### config.mk
export PLATFORM = sky130hd
export DESIGN_NAME = charger_flag_bank
export DESIGN_NICKNAME = d
export VERILOG_FILES = /design/src/charger_flags_pkg.sv /design/src/charger_flag_bank.sv
export VERILOG_INCLUDE_DIRS = /design/src
export SDC_FILE = /design/constraint.sdc
export NUM_CORES = 1
export LEC_CHECK = 0
export BUFFER_PORTS_ARGS = -buffer_cell sky130_fd_sc_hd__buf_2
export CAP_MARGIN = 20
export CORE_MARGIN = 2
export CORE_UTILIZATION = 55
export CTS_CLUSTER_SIZE = 10
export DETAILED_ROUTE_END_ITERATION = 8
export GPL_ROUTABILITY_DRIVEN = 0
export GPL_TIMING_DRIVEN = 0
export PLACE_DENSITY = 0.77
export SETUP_SLACK_MARGIN = 0.5
export SLEW_MARGIN = 40
export SYNTH_ARGS = -nofsm -noshare
export SYNTH_HDL_FRONTEND = slang
export SYNTH_SLANG_ARGS = --single-unit
### constraint.sdc
create_clock -name CORE_CLK -period 1.9 [get_ports CORE_CLK]
set_input_delay 0 -clock CORE_CLK [delete_from_list [all_inputs] [get_ports CORE_CLK]]
set_output_delay 0 -clock CORE_CLK [all_outputs]
set_load 0.01 [all_outputs]
### src/charger_flags_cfg.svh
// constants for the charger status, event flag and mask register bank
// assumes a byte-wide register port behind the serial host interface
`ifndef CHARGER_FLAGS_CFG_SVH
`define CHARGER_FLAGS_CFG_SVH

// ==========================================================================
// register byte addresses
`define ADDR_REV_UV        8'h1e
`define ADDR_MAXPWR_LO     8'h1f
`define ADDR_MAXPWR_HI     8'h20
`define ADDR_STATUS_ONE    8'h21
`define ADDR_STATUS_TWO    8'h22
`define ADDR_STATUS_THREE  8'h23
`define ADDR_FAULT_STATUS  8'h24
`define ADDR_FLAGS_ONE     8'h25
`define ADDR_FLAGS_TWO     8'h26
`define ADDR_FAULT_FLAGS   8'h27
`define ADDR_MASK_ONE      8'h28
`define ADDR_MASK_TWO      8'h29
`define ADDR_FAULT_MASK    8'h2a

// ==========================================================================
// reset values
`define RST_REV_UV         8'h00
`define RST_STATUS_ONE     8'h08
`define RST_STATUS_TWO     8'h80
`define RST_STATUS_THREE   8'h02
`define RST_FAULT_STATUS   8'h00
`define RST_FLAGS_ONE      8'h88
`define RST_FLAGS_TWO      8'he0
`define RST_FAULT_FLAGS    8'h02
`define RST_MASK           8'h00
`define RST_MAXPWR         16'h0000

// ==========================================================================
// writable and live bit sets
`define WMASK_REV_UV       8'h20
`define WMASK_MASK_ONE     8'heb
`define WMASK_MASK_TWO     8'hfa
`define WMASK_FAULT_MASK   8'hfa
`define LIVE_FAULT_BITS    8'hfa

// ==========================================================================
// field positions and limits
`define REV_UV_SEL_BIT     5
`define DONE_BIT           7
`define MAXPWR_CLAMP       12'hbb8

// ==========================================================================
// interrupt pulse timing
`define CLK_PERIOD_NS      25
`define INT_PULSE_NS       1000
`define INT_PULSE_CYC      8'((`INT_PULSE_NS + `CLK_PERIOD_NS - 1) / `CLK_PERIOD_NS)

`endif

### src/charger_flags_pkg.sv
// types shared by the charger status and flag register bank
// assumes nothing beyond the constants header
package charger_flags_pkg;
	typedef logic [7:0]  byte_t;
	typedef logic [11:0] maxpwr_code_t;
	typedef logic [7:0]  pulse_cnt_t;
endpackage

### src/charger_flag_bank.sv
// status, clear-on-read event flag and interrupt mask registers of the charger
// assumes same-clock status inputs from the charger core and a byte register port
// Functional notes
// - select bit picks reverse uvp: 80% of target when 0, fixed 3.3V when 1
// - max power input voltage in bits 13:2, 20mV steps, clamped, zero after reset
// - sixteen-bit max power value: high byte at upper address, low byte at lower
// - conversion-done status bit 7 reports completion only in one-shot mode
// - bit 6 input current loop active, bit 5 input voltage or reverse loop active
// - watchdog status bit 3 shows timer expired, resets to 1
// - three-bit charge state passed with its documented codes
// - input good status bit 7, resets to 1
// - thermistor region field bits 6:4 with five documented codes
// - power tracking state field bits 1:0
// - sync clock state field bits 5:4
// - bit 3 constant voltage timer expired, bit 2 reverse mode active
// - bit 1 input switch on resets 1, bit 0 battery switch on resets 0
// - fault status shows live protection states in bits 7,6,5,4,3,1
// - gate supply fault reads 1 when battery-only with converter sampling disabled
// - every event flag is read-only and clears when its register is read
// - conversion-done flag only set in one-shot, reads 0 when continuous
// - watchdog and cv timer flags set on rising edge; watchdog flag resets 1
// - charge, thermistor, tracking and sync flags set on any field change
// - input good, switch and reverse flags set on toggle; first three reset 1
// - fault flags set on fault entry; gate supply flag resets to 1
// - mask one bits 7,6,5,3 suppress done, current, voltage, watchdog pulses
// - mask one bits 1,0 suppress cv timer and charge state pulses
// - mask two suppresses input good, switch, thermistor, reverse, sync pulses
// - fault mask suppresses per-fault interrupt pulses
`timescale 1ns/1ps
`include "charger_flags_cfg.svh"

module charger_flag_bank
	import charger_flags_pkg::*;
(
	input  wire logic         CORE_CLK,
	input  wire logic         RESET_N,
	input  wire logic [7:0]   REG_ADDR,
	input  wire logic         REG_WR,
	input  wire logic [7:0]   REG_WDATA,
	input  wire logic         REG_RD,
	output logic      [7:0]   REG_RDATA,
	output logic              REVERSE_SYSTEM_UVP_SELECT,
	output logic              INT_N,
	input  wire logic         ADC_ONE_SHOT,
	input  wire logic         ADC_ENABLED,
	input  wire logic         ADC_CONVERSION_DONE,
	input  wire logic         INPUT_CURRENT_LOOP_STATUS,
	input  wire logic         INPUT_VOLTAGE_LOOP_STATUS,
	input  wire logic         WATCHDOG_EXPIRED_STATUS,
	input  wire logic [2:0]   CHARGE_STATE,
	input  wire logic         INPUT_GOOD_STATUS,
	input  wire logic [2:0]   THERMISTOR_REGION,
	input  wire logic [1:0]   POWER_TRACKING_STATE,
	input  wire logic [1:0]   SYNC_CLOCK_STATE,
	input  wire logic         CONST_VOLTAGE_TIMER_EXPIRED,
	input  wire logic         REVERSE_MODE_ACTIVE,
	input  wire logic         INPUT_SWITCH_ON,
	input  wire logic         BATTERY_SWITCH_ON,
	input  wire logic         BATTERY_ONLY,
	input  wire logic         INPUT_UNDERVOLTAGE,
	input  wire logic         INPUT_OVERVOLTAGE,
	input  wire logic         BATTERY_OVERCURRENT,
	input  wire logic         BATTERY_OVERVOLTAGE,
	input  wire logic         THERMAL_SHUTDOWN_STATUS,
	input  wire logic         GATE_SUPPLY_FAULT_STATUS,
	input  wire logic [11:0]  MAX_POWER_INPUT_VOLTAGE
);

	// ======================================================================
	// register storage
	byte_t        rev_uv_q;
	byte_t        stat1_q;
	byte_t        stat2_q;
	byte_t        stat3_q;
	byte_t        fault_q;
	byte_t        flag1_q;
	byte_t        flag2_q;
	byte_t        fflag_q;
	byte_t        mask1_q;
	byte_t        mask2_q;
	byte_t        fmask_q;
	logic [15:0]  maxpwr_q;
	byte_t        maxpwr_hi_q;
	byte_t        rdata_q;
	pulse_cnt_t   pulse_cnt_q;
	pulse_cnt_t   pulse_cnt_d;

	// ======================================================================
	// address decode
	wire          rd_flag1   = REG_RD && (REG_ADDR == `ADDR_FLAGS_ONE);
	wire          rd_flag2   = REG_RD && (REG_ADDR == `ADDR_FLAGS_TWO);
	wire          rd_fflag   = REG_RD && (REG_ADDR == `ADDR_FAULT_FLAGS);
	wire          rd_mp_lo   = REG_RD && (REG_ADDR == `ADDR_MAXPWR_LO);
	wire          wr_rev_uv  = REG_WR && (REG_ADDR == `ADDR_REV_UV);
	wire          wr_mask1   = REG_WR && (REG_ADDR == `ADDR_MASK_ONE);
	wire          wr_mask2   = REG_WR && (REG_ADDR == `ADDR_MASK_TWO);
	wire          wr_fmask   = REG_WR && (REG_ADDR == `ADDR_FAULT_MASK);

	// ======================================================================
	// live status images
	wire          done_live  = ADC_CONVERSION_DONE && ADC_ONE_SHOT;
	wire          gate_live  = GATE_SUPPLY_FAULT_STATUS
	                           || (BATTERY_ONLY && !ADC_ENABLED);
	wire byte_t   stat1_d    = {done_live, INPUT_CURRENT_LOOP_STATUS,
	                            INPUT_VOLTAGE_LOOP_STATUS, 1'b0,
	                            WATCHDOG_EXPIRED_STATUS, CHARGE_STATE};
	wire byte_t   stat2_d    = {INPUT_GOOD_STATUS, THERMISTOR_REGION, 2'b00,
	                            POWER_TRACKING_STATE};
	wire byte_t   stat3_d    = {2'b00, SYNC_CLOCK_STATE, CONST_VOLTAGE_TIMER_EXPIRED,
	                            REVERSE_MODE_ACTIVE, INPUT_SWITCH_ON,
	                            BATTERY_SWITCH_ON};
	wire byte_t   fault_d    = {INPUT_UNDERVOLTAGE, INPUT_OVERVOLTAGE,
	                            BATTERY_OVERCURRENT, BATTERY_OVERVOLTAGE,
	                            THERMAL_SHUTDOWN_STATUS, 1'b0, gate_live,
	                            1'b0};
	wire          mp_over    = MAX_POWER_INPUT_VOLTAGE > `MAXPWR_CLAMP;
	wire maxpwr_code_t mp_code = mp_over ? `MAXPWR_CLAMP
	                                     : MAX_POWER_INPUT_VOLTAGE;
	wire [15:0]   maxpwr_d   = {2'b00, mp_code, 2'b00};

	// ======================================================================
	// event detection against the previous status
	wire byte_t   ev1 = {stat1_d[7] & ~stat1_q[7],
	                     stat1_d[6] & ~stat1_q[6],
	                     stat1_d[5] & ~stat1_q[5],
	                     1'b0,
	                     stat1_d[3] & ~stat1_q[3],
	                     1'b0,
	                     stat3_d[3] & ~stat3_q[3],
	                     stat1_d[2:0] != stat1_q[2:0]};
	wire byte_t   ev2 = {stat2_d[7] ^ stat2_q[7],
	                     stat3_d[1] ^ stat3_q[1],
	                     stat3_d[0] ^ stat3_q[0],
	                     stat2_d[6:4] != stat2_q[6:4],
	                     stat3_d[2] ^ stat3_q[2],
	                     1'b0,
	                     stat3_d[5:4] != stat3_q[5:4],
	                     stat2_d[1:0] != stat2_q[1:0]};
	wire byte_t   evf = fault_d & ~fault_q & `LIVE_FAULT_BITS;
	wire byte_t   cont_clr = byte_t'(!ADC_ONE_SHOT) << `DONE_BIT;

	// set wins over the clear-on-read
	wire byte_t   flag1_d = ((flag1_q & ~{8{rd_flag1}}) | ev1) & ~cont_clr;
	wire byte_t   flag2_d = (flag2_q & ~{8{rd_flag2}}) | ev2;
	wire byte_t   fflag_d = (fflag_q & ~{8{rd_fflag}}) | evf;

	// ======================================================================
	// interrupt request: unmasked clear-to-set transitions
	wire byte_t   hit1 = ev1 & ~flag1_q & ~mask1_q & ~cont_clr;
	wire byte_t   hit2 = ev2 & ~flag2_q & ~mask2_q;
	wire byte_t   hitf = evf & ~fflag_q & ~fmask_q;
	wire          irq_hit = |{hit1, hit2, hitf};
	wire          int_active = pulse_cnt_q != 8'h00;

	always_comb
	begin
		pulse_cnt_d = pulse_cnt_q;
		if (irq_hit)
			pulse_cnt_d = `INT_PULSE_CYC;
		else if (int_active)
			pulse_cnt_d = pulse_cnt_q - 8'h01;
	end

	// ======================================================================
	// read selection
	wire byte_t   rd_mux =
		(REG_ADDR == `ADDR_REV_UV)       ? rev_uv_q :
		(REG_ADDR == `ADDR_MAXPWR_LO)    ? maxpwr_q[7:0] :
		(REG_ADDR == `ADDR_MAXPWR_HI)    ? maxpwr_hi_q :
		(REG_ADDR == `ADDR_STATUS_ONE)   ? stat1_q :
		(REG_ADDR == `ADDR_STATUS_TWO)   ? stat2_q :
		(REG_ADDR == `ADDR_STATUS_THREE) ? stat3_q :
		(REG_ADDR == `ADDR_FAULT_STATUS) ? fault_q :
		(REG_ADDR == `ADDR_FLAGS_ONE)    ? flag1_q :
		(REG_ADDR == `ADDR_FLAGS_TWO)    ? flag2_q :
		(REG_ADDR == `ADDR_FAULT_FLAGS)  ? fflag_q :
		(REG_ADDR == `ADDR_MASK_ONE)     ? mask1_q :
		(REG_ADDR == `ADDR_MASK_TWO)     ? mask2_q :
		(REG_ADDR == `ADDR_FAULT_MASK)   ? fmask_q : 8'h00;

	// ======================================================================
	// status and flag registers
	always_ff @(posedge CORE_CLK or negedge RESET_N)
	begin
		if (!RESET_N)
		begin
			stat1_q  <= `RST_STATUS_ONE;
			stat2_q  <= `RST_STATUS_TWO;
			stat3_q  <= `RST_STATUS_THREE;
			fault_q  <= `RST_FAULT_STATUS;
			maxpwr_q <= `RST_MAXPWR;
			flag1_q  <= `RST_FLAGS_ONE;
			flag2_q  <= `RST_FLAGS_TWO;
			fflag_q  <= `RST_FAULT_FLAGS;
		end
		else
		begin
			stat1_q  <= stat1_d;
			stat2_q  <= stat2_d;
			stat3_q  <= stat3_d;
			fault_q  <= fault_d;
			maxpwr_q <= maxpwr_d;
			flag1_q  <= flag1_d;
			flag2_q  <= flag2_d;
			fflag_q  <= fflag_d;
		end
	end

	// ======================================================================
	// host-writable registers
	always_ff @(posedge CORE_CLK or negedge RESET_N)
	begin
		if (!RESET_N)
		begin
			rev_uv_q <= `RST_REV_UV;
			mask1_q  <= `RST_MASK;
			mask2_q  <= `RST_MASK;
			fmask_q  <= `RST_MASK;
		end
		else
		begin
			if (wr_rev_uv)
				rev_uv_q <= REG_WDATA & `WMASK_REV_UV;
			if (wr_mask1)
				mask1_q <= REG_WDATA & `WMASK_MASK_ONE;
			if (wr_mask2)
				mask2_q <= REG_WDATA & `WMASK_MASK_TWO;
			if (wr_fmask)
				fmask_q <= REG_WDATA & `WMASK_FAULT_MASK;
		end
	end

	// ======================================================================
	// read data, high-byte latch and interrupt pulse
	always_ff @(posedge CORE_CLK or negedge RESET_N)
	begin
		if (!RESET_N)
		begin
			rdata_q     <= 8'h00;
			maxpwr_hi_q <= 8'h00;
			pulse_cnt_q <= 8'h00;
		end
		else
		begin
			if (REG_RD)
				rdata_q <= rd_mux;
			if (rd_mp_lo)
				maxpwr_hi_q <= maxpwr_q[15:8];
			pulse_cnt_q <= pulse_cnt_d;
		end
	end

	assign REG_RDATA                 = rdata_q;
	assign REVERSE_SYSTEM_UVP_SELECT = rev_uv_q[`REV_UV_SEL_BIT];
	assign INT_N                     = !int_active;
endmodule

# Yosys cells after proc, flatten, opt, wreduce, memory -nomap -nowiden

Index checks and enable logic that the tools add are counted.

Bits of input ports: 60
Flip-flop bits (word level): 102
Word-level logic and storage cells: 107

Multiplexer cells: 16
Add/sub/neg operators: 1
Reductions and logical operators: 17
Bitwise operators: 40
Magnitude comparators: 1
Equal/unequal tests: 17

Operator list:

| cell                                                | count |
|---|---|
| 2-to-1 mux 8 bit                                    | 15 |
| AND 8 bit                                           | 12 |
| equality test 8 x 6 -> 1 bit, second input constant | 11 |
| NOT 8 bit                                           | 11 |
| OR 8 bit                                            | 3 |
| OR reduction 24 bit                                 | 1 |
| equality test 8 x 5 -> 1 bit, second input constant | 2 |
| > comparator 12 bit, second input constant          | 1 |
| 2-to-1 mux 12 bit                                   | 1 |
| logical AND 1 bit                                   | 10 |
| nonzero test 8 bit                                  | 1 |
| subtractor 8 x 1 -> 8 bit, second input constant    | 1 |
| != test 3 bit                                       | 2 |
| AND 1 bit                                           | 5 |
| NOT 1 bit                                           | 5 |
| != test 2 bit                                       | 2 |
| XOR 1 bit                                           | 4 |
| logical NOT 1 bit                                   | 3 |
| nonzero test 2 bit                                  | 1 |
| logical OR 1 bit                                    | 1 |

# Logic depth before layout (Yosys ltp)

Gate-level depths: netlist of run 1.

Depth in word-level cells: 14
Depth in mapped cells: 7

# Worst setup path after synthesis of run 1

OpenSTA, ideal clock, no wires.

Path kind: register to register
From: register pulse_cnt_q[0]
To: register pulse_cnt_q[6]
Path buffers: 0
Clock period less this slack: 1.741 ns
Required time: 1.813 ns
Data arrival time: 1.654 ns
Slack: 0.159 ns
Stages on the path, launching flop included: 8
Path through: dfrtp_1 inv_1 ha_1 or4b_1 o21ai_0 nor3_1 xnor2_1 nor3_1

Cells in the longest elaborated chain, start to end: 3
Elaborated cells on any way between the ends: 5

RTL lines:

| element                   | line                     | RTL |
|---|---|---|
| from (decl)               | charger_flag_bank.sv:85  | `pulse_cnt_t pulse_cnt_q;` |
| from (signal assigned)    | charger_flag_bank.sv:249 | `pulse_cnt_q <= pulse_cnt_d;` |
| subtractor 8 x 1 -> 8 bit | charger_flag_bank.sv:161 | `pulse_cnt_d = pulse_cnt_q - 8'h01;` |
| 2-to-1 mux 8 bit          | charger_flag_bank.sv:160 | `else if (int_active)` |
| 2-to-1 mux 8 bit          | charger_flag_bank.sv:158 | `if (irq_hit)` |

Parallel ways exist; a longest one is shown, timed or not. The select of a mux whose other input is x is not followed.
A chain may end at the register's enable or synchronous reset.

# Worst setup path in the final report of run 1

From: register pulse_cnt_q[1]
To: output INT_N

Cells in the longest elaborated chain, start to end: 2

RTL lines:

| element            | line                     | RTL |
|---|---|---|
| nonzero test 8 bit | charger_flag_bank.sv:153 | `wire int_active = pulse_cnt_q != 8'h00;` |
| logical NOT 1 bit  | charger_flag_bank.sv:255 | `assign INT_N = !int_active;` |
| to (decl)          | charger_flag_bank.sv:43  | `output logic INT_N,` |

Every way passes these cells.

==> results by group, run 1 <==
Status
  – Outcome: complete, no violations

Die
  – Core Footprint: 8760 µm²
  – Starting density of the core: 0.569
  – I/O pins: 70
  – Die Wd: 99.2 µm
  – Die Area: 9850 µm²
  – Die Y: 99.2 µm
  – Num rows: 34

Layout
  – Layout net count: 673
  – Reg area: 2560 µm²
  – Area Growth Syn to Fin: 29.9%
  – Fin util: 0.739
  – Share of cells above drive strength 1: 0.295
  – Ant diodes: 0
  – Post-route insts no fill: 724
  – Area of the multi-input gates: 2490 µm²
  – Design area: 6480 µm²
  – # fillers: 601

Synthesis
  – EDFF count, synth: 0
  – Simple-gate share of the synthesized area: 0.194
  – Post-Syn Area per Cell: 10.6 µm²
  – Synth Instances: 471
  – Syn. warnings: 0
  – #FFs+latches synth: 102
  – Async SR Flop Fraction: 1.00
  – Synth Cell Area: 4990 µm²
  – XOR/XNOR Fraction of Synth Area: 0.0351
  – Sequential area share after synthesis: 0.514
  – Most numerous cell in the Yosys netlist: dfrtp_1
  – Mux share of post-synthesis cell area: 0.0710
  – Largest family of logic cells by synthesized area: simple AND/OR/NAND/NOR gates
  – Area contributors post-synth: dfrtp_1 (47%), mux2_2 (6.1%), dfstp_2 (4.7%)
  – Adder-cell area share of the yosys netlist: 0.00502
  – Area share of the largest cell type after synthesis: 0.467
  – Netlist cell types: 67
  – Post-synth top flop: dfrtp_1
  – Area fraction in compound gates after synthesis: 0.155
  – Leading area contributor after synthesis: dfrtp_1
  – Synth Net Count: 533
  – Post-synth top cells: dfrtp_1 (93), nand2_1 (30), o21ai_0 (28)

Timing
  – Finish-stage setup viols: 0
  – RSZ-0062 raised after global routing: true
  – F_max: 553 MHz
  – Clk_skew: 0.0104 ns
  – Minimum clock period: 1.81 ns
  – Endpoints failing hold: 0
  – Hold_ws: 0.0747 ns
  – Max transition margin: 0.572
  – Worst-Margin Slew: 0.643 ns
  – Period utilization: 0.952
  – Final Worst Setup Slack: 0.0910 ns
  – Setup TNS: 0 ns
  – Max-slew violations: 0

Clock tree
  – Worst-path clk slew: 0.10 ns
  – Max Buffers Root-to-Sink: 2
  – CTS buffer count: 9
  – Clock latency on the worst-skew pair: 0.38 ns
  – CTS root buf: clkbuf_8
  – CTS tree: done
  – H-tree depth: 3
  – Clock Sinks: 102

Run
  – MaxCap Viol Count: 0

Worst setup path
  – Worst R2R Start: pulse_cnt_q[1]
  – Worst R2R Path Depth: 7
  – CP required: 1.90 ns
  – Crit path launch type: register
  – Crit path kind: register to output pin
  – WP data arrival: 1.81 ns
  – Reg2reg setup slack: 0.11 ns
  – Crit. End Element: output pin
  – Worst-path fanout max: 3
  – Crit Reg-Reg Endpoint: pulse_cnt_q[6]

Global routing
  – First-pass GRT wire length: 23.1 mm
  – Vias in the first global route: 4541
  – Gr ovfl total: 0
  – Initial antenna violation count: 0
  – Total track usage: 0.304
  – Largest net degree at the start of global routing: 66

Placed design
  – Placed Cells: 647
  – Pre-CTS setup slack: -0.0553 ns
  – Post-DP HPWL: 9.81 mm
  – Post-placement cell area: 5520 µm²
  – IO buf count: 67

Drt
  – Vias per cell: 6.22
  – DRC: 0
  – ANT nets after route: 0
  – WL final: 14.3 mm
  – Pre-antenna DRT Iters: 7
  – Vias: 4501
  – DRT iter0 DRCs: 447
  – Wire per inst: 19.7 µm

Power
  – Clock power share: 0.277
  – Total power: 4.87 mW
  – Lkg Pwr: 2.92 nW
  – PwrDens: 751 nW/µm²
  – Sw power: 1.49 mW
  – Switching Share: 0.307
  – Internal Power: 3.37 mW
  – Gate power share: 0.217
  – Maximum VDD drop: 374 µV
  – Sequential share of power: 0.506

Hold path
  – HP Class: input pin to async pin
[critical path, stage by stage (launching register included)]
cell     delay (ns)
dfrtp_1        0.40
inv_2          0.07
ha_1           0.14
or4b_4         0.52
nor3_4         0.15
buf_2          0.15
[kinds of logic after synthesis]
group / Yosys count
XOR/XNOR: 20
adder cells (fa/ha/maj): 2
flip-flops: 102
buffers and inverters: 33
AO/OA/AOI/OAI: 115
AND/OR/NAND/NOR: 167
multiplexers: 32
[what timing repair did]
| action | 4_1_cts | 5_1_grt |
|---|---|---|
| endpoints found under the setup margin | 34 | 43 |
| hold buffers | 48 | 1 |
| buffers inserted | 9 | 3 |
| hold endpoints to repair | 165 | 6 |
| pin swaps | 17 | 17 |
| resized for setup | 25 | 24 |
[state kept, by name (all words and copies together) (netlist names), 7 cells and up]
register	count
REG_RDATA	8
flag2_q	8
fflag_q	8
pulse_cnt_q	8
stat1_q	7
maxpwr_q	12
flag1_q	8
[how the worst max path moves through the flow]
stage	start	to	slack, ns	depth (start not counted)
floorplan	pulse_cnt_q[0]	pulse_cnt_q[1]	0.25	7
global placement	RESET_N	maxpwr_q[9]	-0.16	1
detailed placement	REG_ADDR[7]	fmask_q[7]	-0.06	5
CTS	pulse_cnt_q[0]	INT_N	0.07	5
global route	pulse_cnt_q[1]	pulse_cnt_q[6]	-0.01	7
finish	pulse_cnt_q[1]	INT_N	0.09	5
[power groups by stage]
stage	combinational [mW]	sequential [mW]	clock (mW)
after floorplan	0.522	2.46	0
after global placement	0.730	2.50	0
after detailed placement	0.779	2.50	0
after CTS	0.968	2.46	1.38
after global routing	1.16	2.48	1.49
final	1.06	2.46	1.35
[layer usage]
| layer | track usage | share of wire | vias to the layer above |
|---|---|---|---|
| li1 | - | - | 2004 |
| met1 | 0.403 | 0.41 | 2153 |
| met2 | 0.482 | 0.47 | 269 |
| met3 | 0.0632 | 0.082 | 75 |
| met4 | 0.141 | 0.040 | 0 |
| met5 | 0 | 0 | - |
[placed cells by master (no fill, tap or decap), types with 3 or more instances in the layout]
cell and instances:
buf_2 72, nand2_1 28, a22o_1 4, mux2_2 26, and2_1 10, dlygate4sd3_1 49
nand4_1 3, nor3_4 3, nand2b_1 15, a21o_1 6, clkbuf_1 6, inv_1 14
o2bb2ai_1 4, nand3_2 3, a211o_1 3, or3_1 3, o21ai_0 22, a31oi_1 4
nor3_2 3, o21ai_1 5, nor4b_1 3, nand3_1 13, a21oi_1 23, nor3_1 12
nor2_1 19, clkbuf_2 4, o22ai_1 3, a211oi_1 5, dfrtp_1 93, mux2i_1 5
clkbuf_8 9, xnor2_1 18, dfstp_2 9, and3_1 7, buf_4 11, nor2_4 3
nor2b_1 18, a22oi_1 5
[final cells by class]
type,count,share of cell area
flip-flops and latches,102,0.396
multi-input cells,336,0.384
repair buffers,129,0.148
well taps,108,0.0209
clock buffers,9,0.0191
plain buffers,17,0.0124
clock inverters,7,0.0114
inverters,16,0.00927
Note: power is estimated with default switching activity, not from simulation.
==> inputs of run 2 (changes only) <==
--- a/config.mk
+++ b/config.mk
@@ -6,6 +6,7 @@
 export SDC_FILE = /design/constraint.sdc
 export NUM_CORES = 1
 export LEC_CHECK = 0
+export ABC_AREA = 1
 export BUFFER_PORTS_ARGS = -buffer_cell sky130_fd_sc_hd__buf_2
 export CAP_MARGIN = 20
 export CORE_MARGIN = 2
==> run 2 against run 1 <==
Effect of this change: worst hold slack worse by 0.035 ns; largest cell class unchanged; area after synthesis is 2.5% lower; non-clock buffer count decreased by 4; routed wire length is 11% lower; highest routed layer unchanged; via count down 0.82%; worst setup slack better by 0.24 ns; flip-flop and latch count unchanged; synthesized cell count up 24%; critical path type is now register to register.
==> results by group, run 2 <==
Status
  – Outcome: complete, no violations (unchanged)

Synthesis
  – Area share of the largest cell type after synthesis: 0.479 (was 0.467)
  – Syn. warnings: 0 (unchanged)
  – Post-synth top flop: dfrtp_1 (unchanged)
  – Leading area contributor after synthesis: dfrtp_1 (unchanged)
  – EDFF count, synth: 0 (unchanged)
  – Netlist cell types: 40 (was 67)
  – Synth Instances: 584 (was 471)
  – Post-Syn Area per Cell: 8.33 µm² (was 10.6 µm²)
  – Async SR Flop Fraction: 1.00 (unchanged)
  – Synth Cell Area: 4860 µm² (was 4990 µm²)
  – Post-synth top cells: nand2_1 (165), dfrtp_1 (93), inv_1 (89) (was dfrtp_1 (93), nand2_1 (30), o21ai_0 (28))
  – Sequential area share after synthesis: 0.527 (was 0.514)
  – Most numerous cell in the Yosys netlist: nand2_1 (was dfrtp_1)
  – Synth Net Count: 646 (was 533)
  – #FFs+latches synth: 102 (unchanged)
  – Area contributors post-synth: dfrtp_1 (48%), nand2_1 (13%), inv_1 (6.9%) (was dfrtp_1 (47%), mux2_2 (6.1%), dfstp_2 (4.7%))

Placed design
  – Post-DP HPWL: 8.98 mm (was 9.81 mm)
  – Post-placement cell area: 5390 µm² (was 5520 µm²)
  – Pre-CTS setup slack: 0.0514 ns (was -0.0553 ns)
  – IO buf count: 68 (was 67)

Worst setup path
  – Crit path buf inv count: 2 (unchanged)
  – Crit path launch type: register (unchanged)
  – Worst R2R Path Depth: 10 (was 7)
  – Cell Chain, Critical Path: nor2_2, nand2_1, nor2_4, inv_2, nand2_2, inv_2, nand2_2, nor2_1, xnor2_1, nor2_2 (was inv_2, ha_1, or4b_4, nor3_4, buf_2)
  – CP Depth: 10 (was 5)
  – Crit-path max cell delay: 0.47 ns (was 0.52 ns)
  – Slowest-stage cell, CP: dfrtp_1 (was or4b_4)
  – CP delay by family, top: simple AND/OR/NAND/NOR gates (unchanged)
  – WP data arrival: 1.85 ns (was 1.81 ns)
  – Worst-path fanout max: 4 (was 3)
  – CP required: 2.18 ns (was 1.90 ns)
  – Crit. End Element: register (was output pin)
  – Crit path kind: register to register (was register to output pin)

Die
  – Die Area: 9610 µm² (was 9850 µm²)
  – Starting density of the core: 0.563 (was 0.569)
  – I/O pins: 70 (unchanged)
  – Core Footprint: 8640 µm² (was 8760 µm²)
  – Num rows: 34 (unchanged)
  – Die Wd: 98.0 µm (was 99.2 µm)
  – Die Y: 98.0 µm (was 99.2 µm)

Layout
  – Most common cell after layout, fill and taps aside: nand2_1 (was dfrtp_1)
  – Ant diodes: 0 (unchanged)
  – Design area: 6390 µm² (was 6480 µm²)
  – Area Growth Syn to Fin: 31.5% (was 29.9%)
  – Largest Register: maxpwr_q (unchanged)
  – # fillers: 647 (was 601)
  – Layout net count: 793 (was 673)
  – Area of the multi-input gates: 2070 µm² (was 2490 µm²)
  – Fin util: 0.740 (was 0.739)
  – Reg area: 2560 µm² (unchanged)
  – Most frequent cells in the layout: nand2_1 (158), dfrtp_1 (93), inv_1 (83), buf_2 (66), dlygate4sd3_1 (51) (was dfrtp_1 (93), buf_2 (72), dlygate4sd3_1 (49), nand2_1 (28), mux2_2 (26))
  – Max FFs per register: 12 (unchanged)
  – Share of cells above drive strength 1: 0.250 (was 0.295)

Global routing
  – Gr ovfl total: 0 (unchanged)
  – First-pass GRT wire length: 20.4 mm (was 23.1 mm)
  – Initial antenna violation count: 0 (unchanged)
  – Largest net degree at the start of global routing: 65 (was 66)
  – Total track usage: 0.269 (was 0.304)
  – Vias in the first global route: 4352 (was 4541)

Timing
  – RSZ-0062 raised after global routing: true (unchanged)
  – Finish-stage setup viols: 0 (unchanged)
  – Worst-Margin Slew: 0.578 ns (was 0.643 ns)
  – Max-slew violations: 0 (unchanged)
  – Minimum clock period: 1.57 ns (was 1.81 ns)
  – Final Worst Setup Slack: 0.327 ns (was 0.0910 ns)
  – Hold_ws: 0.0395 ns (was 0.0747 ns)
  – Endpoints failing hold: 0 (unchanged)
  – Clk_skew: 0.0107 ns (was 0.0104 ns)
  – F_max: 636 MHz (was 553 MHz)
  – Period utilization: 0.828 (was 0.952)
  – Max transition margin: 0.611 (was 0.572)

Drt
  – DRT iter0 DRCs: 375 (was 447)
  – Vias: 4464 (was 4501)
  – Vias per cell: 5.29 (was 6.22)
  – ANT nets after route: 0 (unchanged)
  – Pre-antenna DRT Iters: 6 (was 7)
  – WL final: 12.8 mm (was 14.3 mm)
  – Wire per inst: 15.1 µm (was 19.7 µm)
  – DRC: 0 (unchanged)

Run
  – MaxCap Viol Count: 0 (unchanged)

Power
  – Lkg Pwr: 3.35 nW (was 2.92 nW)
  – Maximum VDD drop: 447 µV (was 374 µV)
  – PwrDens: 767 nW/µm² (was 751 nW/µm²)

Hold path
  – HP Class: input pin to register (was input pin to async pin)
  – Hold Path Stages: 5

Clock tree
  – CTS tree: done (unchanged)
  – Worst-path clk slew: 0.10 ns (about the same)
  – H-tree depth: 3 (unchanged)
  – Clock Sinks: 102 (unchanged)
  – Max Buffers Root-to-Sink: 2 (unchanged)
  – CTS buffer count: 9 (unchanged)
  – CTS root buf: clkbuf_8 (unchanged)
  – Clock latency on the worst-skew pair: 0.38 ns (about the same)
==> run 2: cell type report <==
type | instances | share of cell area
Inverter | 96 | 0.0564
Clock inverter | 7 | 0.0137
Buffer | 6 | 0.00548
Timing Repair Buffer | 136 | 0.159
Multi-Input combinational cell | 380 | 0.324
Clock buffer | 9 | 0.0194
Sequential cell | 102 | 0.401
Tap cell | 108 | 0.0211
==> run 2: path summary, 6_finish.rpt <==
kind / to / slack, ns / start
worst max-delay path: pulse_cnt_q[4] / 0.33 / pulse_cnt_q[4]
worst min-delay path: fflag_q[1] / 0.04 / ADC_ENABLED
worst max register to register: pulse_cnt_q[4] / 0.33 / pulse_cnt_q[4]
worst min register to register: REG_RDATA[4] / 0.48 / REG_RDATA[4]
max in group asynchronous: flag2_q[5] / 1.19 / RESET_N
min in group asynchronous: pulse_cnt_q[7] / 0.07 / RESET_N
==> run 2: per-layer routing <==
layer / up-vias / global-route usage / part of all wire
li1: 2140 / - / -
met1: 2106 / 0.350 / 0.42
met2: 180 / 0.440 / 0.49
met3: 38 / 0.0565 / 0.060
met4: 0 / 0.112 / 0.031
met5: - / 0 / 0
==> run 2: what timing repair did <==
item | CTS | global route
pin swaps | 7 | 23
setup buffers | 4 | 12
gates cloned | 0 | 0
endpoints found under the hold margin | 167 | 0
hold buffers | 51 | 0
resized for setup | 13 | 32
endpoints found under the setup margin | 9 | 22
==> run 2: worst reg2reg max path, stage by stage (launching register included) <==
cell and delay, ns:
dfrtp_1 0.47, nor2_2 0.16, nand2_1 0.10, nor2_4 0.17, inv_2 0.05, nand2_2 0.07, inv_2 0.05, nand2_2 0.06
nor2_1 0.05, xnor2_1 0.22, nor2_2 0.05
==> run 2: where the power goes <==
part           switching [mW]  total [mW]  internal (mW)
registers               0.128        2.46           2.33
clock network           0.825        1.47          0.642
logic                   0.504       0.982          0.478
==> run 2: cell families after synthesis <==
| kind of cell | synth area share |
|---|---|
| AO/OA/AOI/OAI | 0.0882 |
| flip-flops | 0.527 |
| multiplexers | 0.0139 |
| XOR/XNOR | 0.0288 |
| adder cells (fa/ha/maj) | 0.00514 |
| AND/OR/NAND/NOR | 0.256 |
| buffers and inverters | 0.0810 |
==> run 2: per-stage QoR <==
step	instances	setup TNS, ns	power (mW)
after floorplan	584	0	2.88
after global placement	760	-17.17	3.10
after detailed placement	761	0	3.14
after CTS	832	0	4.72
after global routing	844	0	5.13
final	844	0	4.91
==> inputs of run 3 (changes only) <==
--- a/config.mk
+++ b/config.mk
@@ -6,7 +6,7 @@
 export SDC_FILE = /design/constraint.sdc
 export NUM_CORES = 1
 export LEC_CHECK = 0
-export ABC_AREA = 1
+export ABC_AREA = 0
 export BUFFER_PORTS_ARGS = -buffer_cell sky130_fd_sc_hd__buf_2
 export CAP_MARGIN = 20
 export CORE_MARGIN = 2
==> constraint.sdc (replaced) <==
create_clock -name CORE_CLK -period 1.6 [get_ports CORE_CLK]
set_input_delay 0 -clock CORE_CLK [delete_from_list [all_inputs] [get_ports CORE_CLK]]
set_output_delay 0 -clock CORE_CLK [all_outputs]
set_load 0.01 [all_outputs]
==> run 3 against run 2 <==
Effect of this change: the run now ends with setup timing left; largest cell class is now multi-input gates; clock skew fell by 0.0036 ns; critical path type unchanged; largest power group unchanged; non-clock buffer count up 19; combinational power grew 61%.
==> results by group, run 3 (same netlist as run 1, synthesis figures left out) <==
Status
  – Outcome: finished with violations (was complete, no violations)
  – Failing checks: setup timing

Worst setup path
  – Crit-path max cell delay: 0.52 ns (was 0.47 ns)
  – Cell Chain, Critical Path: inv_2, ha_4, or4b_4, o21bai_4, nor4_2, xnor2_1, nor3_1 (was nor2_2, nand2_1, nor2_4, inv_2, nand2_2, inv_2, nand2_2, nor2_1, xnor2_1, nor2_2)
  – Worst Setup EP: pulse_cnt_q[7] (was pulse_cnt_q[4])
  – Worst R2R Start: pulse_cnt_q[1] (was pulse_cnt_q[4])
  – Reg2reg setup slack: -0.25 ns (was 0.33 ns)
  – Crit. End Element: register (unchanged)
  – Worst R2R Path Depth: 7 (was 10)
  – Crit Reg-Reg Endpoint: pulse_cnt_q[7] (was pulse_cnt_q[4])
  – Crit path launch type: register (unchanged)
  – Launch point of the worst path: pulse_cnt_q[1] (was pulse_cnt_q[4])
  – WP data arrival: 2.14 ns (was 1.85 ns)
  – Crit path kind: register to register (unchanged)
  – Slowest-stage cell, CP: or4b_4 (was dfrtp_1)
  – Worst-path fanout max: 3 (was 4)
  – CP required: 1.89 ns (was 2.18 ns)

Layout
  – Largest Register: maxpwr_q (unchanged)
  – Share of cells above drive strength 1: 0.421 (was 0.250)
  – Most common cell after layout, fill and taps aside: dfrtp_1 (was nand2_1)
  – Most frequent cells in the layout: dfrtp_1 (93), buf_2 (64), dlygate4sd3_1 (47), buf_4 (25), mux2_4 (19) (was nand2_1 (158), dfrtp_1 (93), inv_1 (83), buf_2 (66), dlygate4sd3_1 (51))
  – Layout net count: 689 (was 793)
  – Area Growth Syn to Fin: 42.9% (was 31.5%)
  – Ant diodes: 0 (unchanged)
  – Max FFs per register: 12 (unchanged)
  – Post-route insts no fill: 740 (was 844)
  – Design area: 7130 µm² (was 6390 µm²)

Clock tree
  – H-tree depth: 3 (unchanged)
  – Clock Sinks: 102 (unchanged)
  – CTS tree: done (unchanged)
  – Clock latency on the worst-skew pair: 0.38 ns (about the same)
  – CTS buffer count: 9 (unchanged)
  – Max Buffers Root-to-Sink: 2 (unchanged)
  – Worst-path clk slew: 0.10 ns (about the same)
  – CTS root buf: clkbuf_8 (unchanged)

Drt
  – Pre-antenna DRT Iters: 6 (unchanged)
  – Vias per cell: 6.53 (was 5.29)
  – WL final: 17.0 mm (was 12.8 mm)
  – DRT iter0 DRCs: 686 (was 375)
  – DRC: 0 (unchanged)
  – Vias: 4829 (was 4464)
  – Wire per inst: 22.9 µm (was 15.1 µm)
  – ANT nets after route: 0 (unchanged)

Global routing
  – Vias in the first global route: 4722 (was 4352)
  – Largest net degree at the start of global routing: 72 (was 65)
  – Initial antenna violation count: 0 (unchanged)
  – Total track usage: 0.333 (was 0.269)
  – Gr ovfl total: 0 (unchanged)
  – First-pass GRT wire length: 25.2 mm (was 20.4 mm)

Timing
  – Minimum clock period: 1.85 ns (was 1.57 ns)
  – Period utilization: 1.16 (was 0.828)
  – Max transition margin: 0.501 (was 0.611)
  – F_max: 539 MHz (was 636 MHz)
  – Max-slew violations: 0 (unchanged)
  – Setup TNS: -1.59 ns (was 0 ns)
  – RSZ-0062 raised after global routing: true (unchanged)
  – Clk_skew: 0.00710 ns (was 0.0107 ns)
  – Worst-Margin Slew: 0.748 ns (was 0.578 ns)
  – Final Worst Setup Slack: -0.254 ns (was 0.327 ns)
  – Finish-stage setup viols: 10 (was 0)
  – Endpoints failing hold: 0 (unchanged)

Die
  – Die Area: 9850 µm² (was 9610 µm²)
  – Die Y: 99.2 µm (was 98.0 µm)
  – Starting density of the core: 0.569 (was 0.563)
  – Core Footprint: 8760 µm² (was 8640 µm²)
  – Num rows: 34 (unchanged)
  – Die Wd: 99.2 µm (was 98.0 µm)
  – I/O pins: 70 (unchanged)

Power
  – Sequential share of power: 0.472 (was 0.501)
  – PwrDens: 876 nW/µm² (was 767 nW/µm²)
  – Lkg Pwr: 3.11 nW (was 3.35 nW)
  – Switching Share: 0.299 (was 0.297)
  – Clock power share: 0.274 (was 0.299)
  – Maximum VDD drop: 485 µV (was 447 µV)
  – Gate power share: 0.253 (was 0.200)
  – Internal Power: 4.38 mW (was 3.45 mW)
  – Sw power: 1.87 mW (was 1.46 mW)

Placed design
  – IO buf count: 67 (was 68)
  – Post-DP HPWL: 10.1 mm (was 8.98 mm)
  – Pre-CTS setup slack: -0.570 ns (was 0.0514 ns)
  – Placed Cells: 647 (was 761)
  – Post-placement cell area: 5690 µm² (was 5390 µm²)

Run
  – MaxCap Viol Count: 0 (unchanged)

Hold path
  – HP Class: input pin to register (unchanged)
==> run 3: cell types whose count changed in the layout (fill, tap and decap cells not counted), moves of 7 or more <==
cell      before  now
mux2_4         0   19
xnor2_1        4   14
nor2_1        36   15
o21ai_0       36    9
buf_6          1    9
xor2_1        10    2
inv_2         12    4
buf_4         16   25
nand2_1      158   15
nand2b_1       0   14
nor2b_1        0   16
o21ai_1        2   13
nand3_1       17   10
inv_1         83   12
==> run 3: stage by stage <==
step | util | hold WS, ns | power [mW]
2_1_floorplan | - | -0.296 | 3.58
3_3_place_gp | 0.645 | 0.124 | 3.88
3_5_place_dp | 0.650 | -0.127 | 3.94
4_1_cts | 0.780 | 0.00717 | 5.95
5_1_grt | 0.814 | 0.0612 | 6.48
6_report | 0.814 | 0.0236 | 6.24
==> run 3: final cells by class <==
class | count | area [µm²]
Buffer | 17 | 121
Clock buffer | 11 | 151
Clock inverter | 5 | 57.6
Fill cell | 498 | 1630
Inverter | 16 | 60.1
Multi-Input combinational cell | 337 | 2920
Sequential cell | 102 | 2560
Tap cell | 108 | 135
Timing Repair Buffer | 144 | 1120
==> run 3: critical path: cells and delay by family (launching register included) <==
kind	cells	cell delay (ns)
compound gates	1	0.23
xor+xnor	1	0.15
fa+ha+maj	1	0.13
buf+inv	1	0.09
flops	1	0.40
simple gates	3	0.78
==> run 3: power by group through the flow <==
stage          logic [mW]  registers, mW  clock network (mW)
2_1_floorplan       0.652           2.92                   0
3_3_place_gp        0.923           2.96                   0
3_5_place_dp        0.970           2.96                   0
4_1_cts              1.31           2.91                1.73
5_1_grt              1.69           2.96                1.82
6_report             1.58           2.95                1.71
==> run 3: worst min-delay path by stage <==
stage                        start        endpoint  slack [ns]  cells past startpoint
4_1_cts        BATTERY_OVERVOLTAGE      fflag_q[4]       0.007                      3
2_1_floorplan              RESET_N    REG_RDATA[0]       -0.30                      0
6_report       BATTERY_OVERVOLTAGE      fflag_q[4]        0.02                      3
3_3_place_gp     INPUT_GOOD_STATUS      stat2_q[7]        0.12                      1
3_5_place_dp               RESET_N  pulse_cnt_q[2]       -0.13                      1
5_1_grt        BATTERY_OVERVOLTAGE      fflag_q[4]        0.06                      3
==> run 3: layer usage <==
metal / routed length, µm / vias to the layer above / global-route usage
met4: 888 / 0 / 0.133
met3: 1570 / 98 / 0.0794
met2: 8090 / 329 / 0.531
li1: - / 2024 / -
met1: 6410 / 2378 / 0.441
met5: 0 / - / 0
==> run 3: what timing repair did <==
action / 4_1_cts / 5_1_grt
buffers inserted: 22 / 7
pin swaps: 28 / 24
gates resized for setup: 74 / 58
setup endpoints to repair: 58 / 63
hold endpoints to repair: 165 / 0
hold buffers: 48 / 0
cloned: 0 / 1
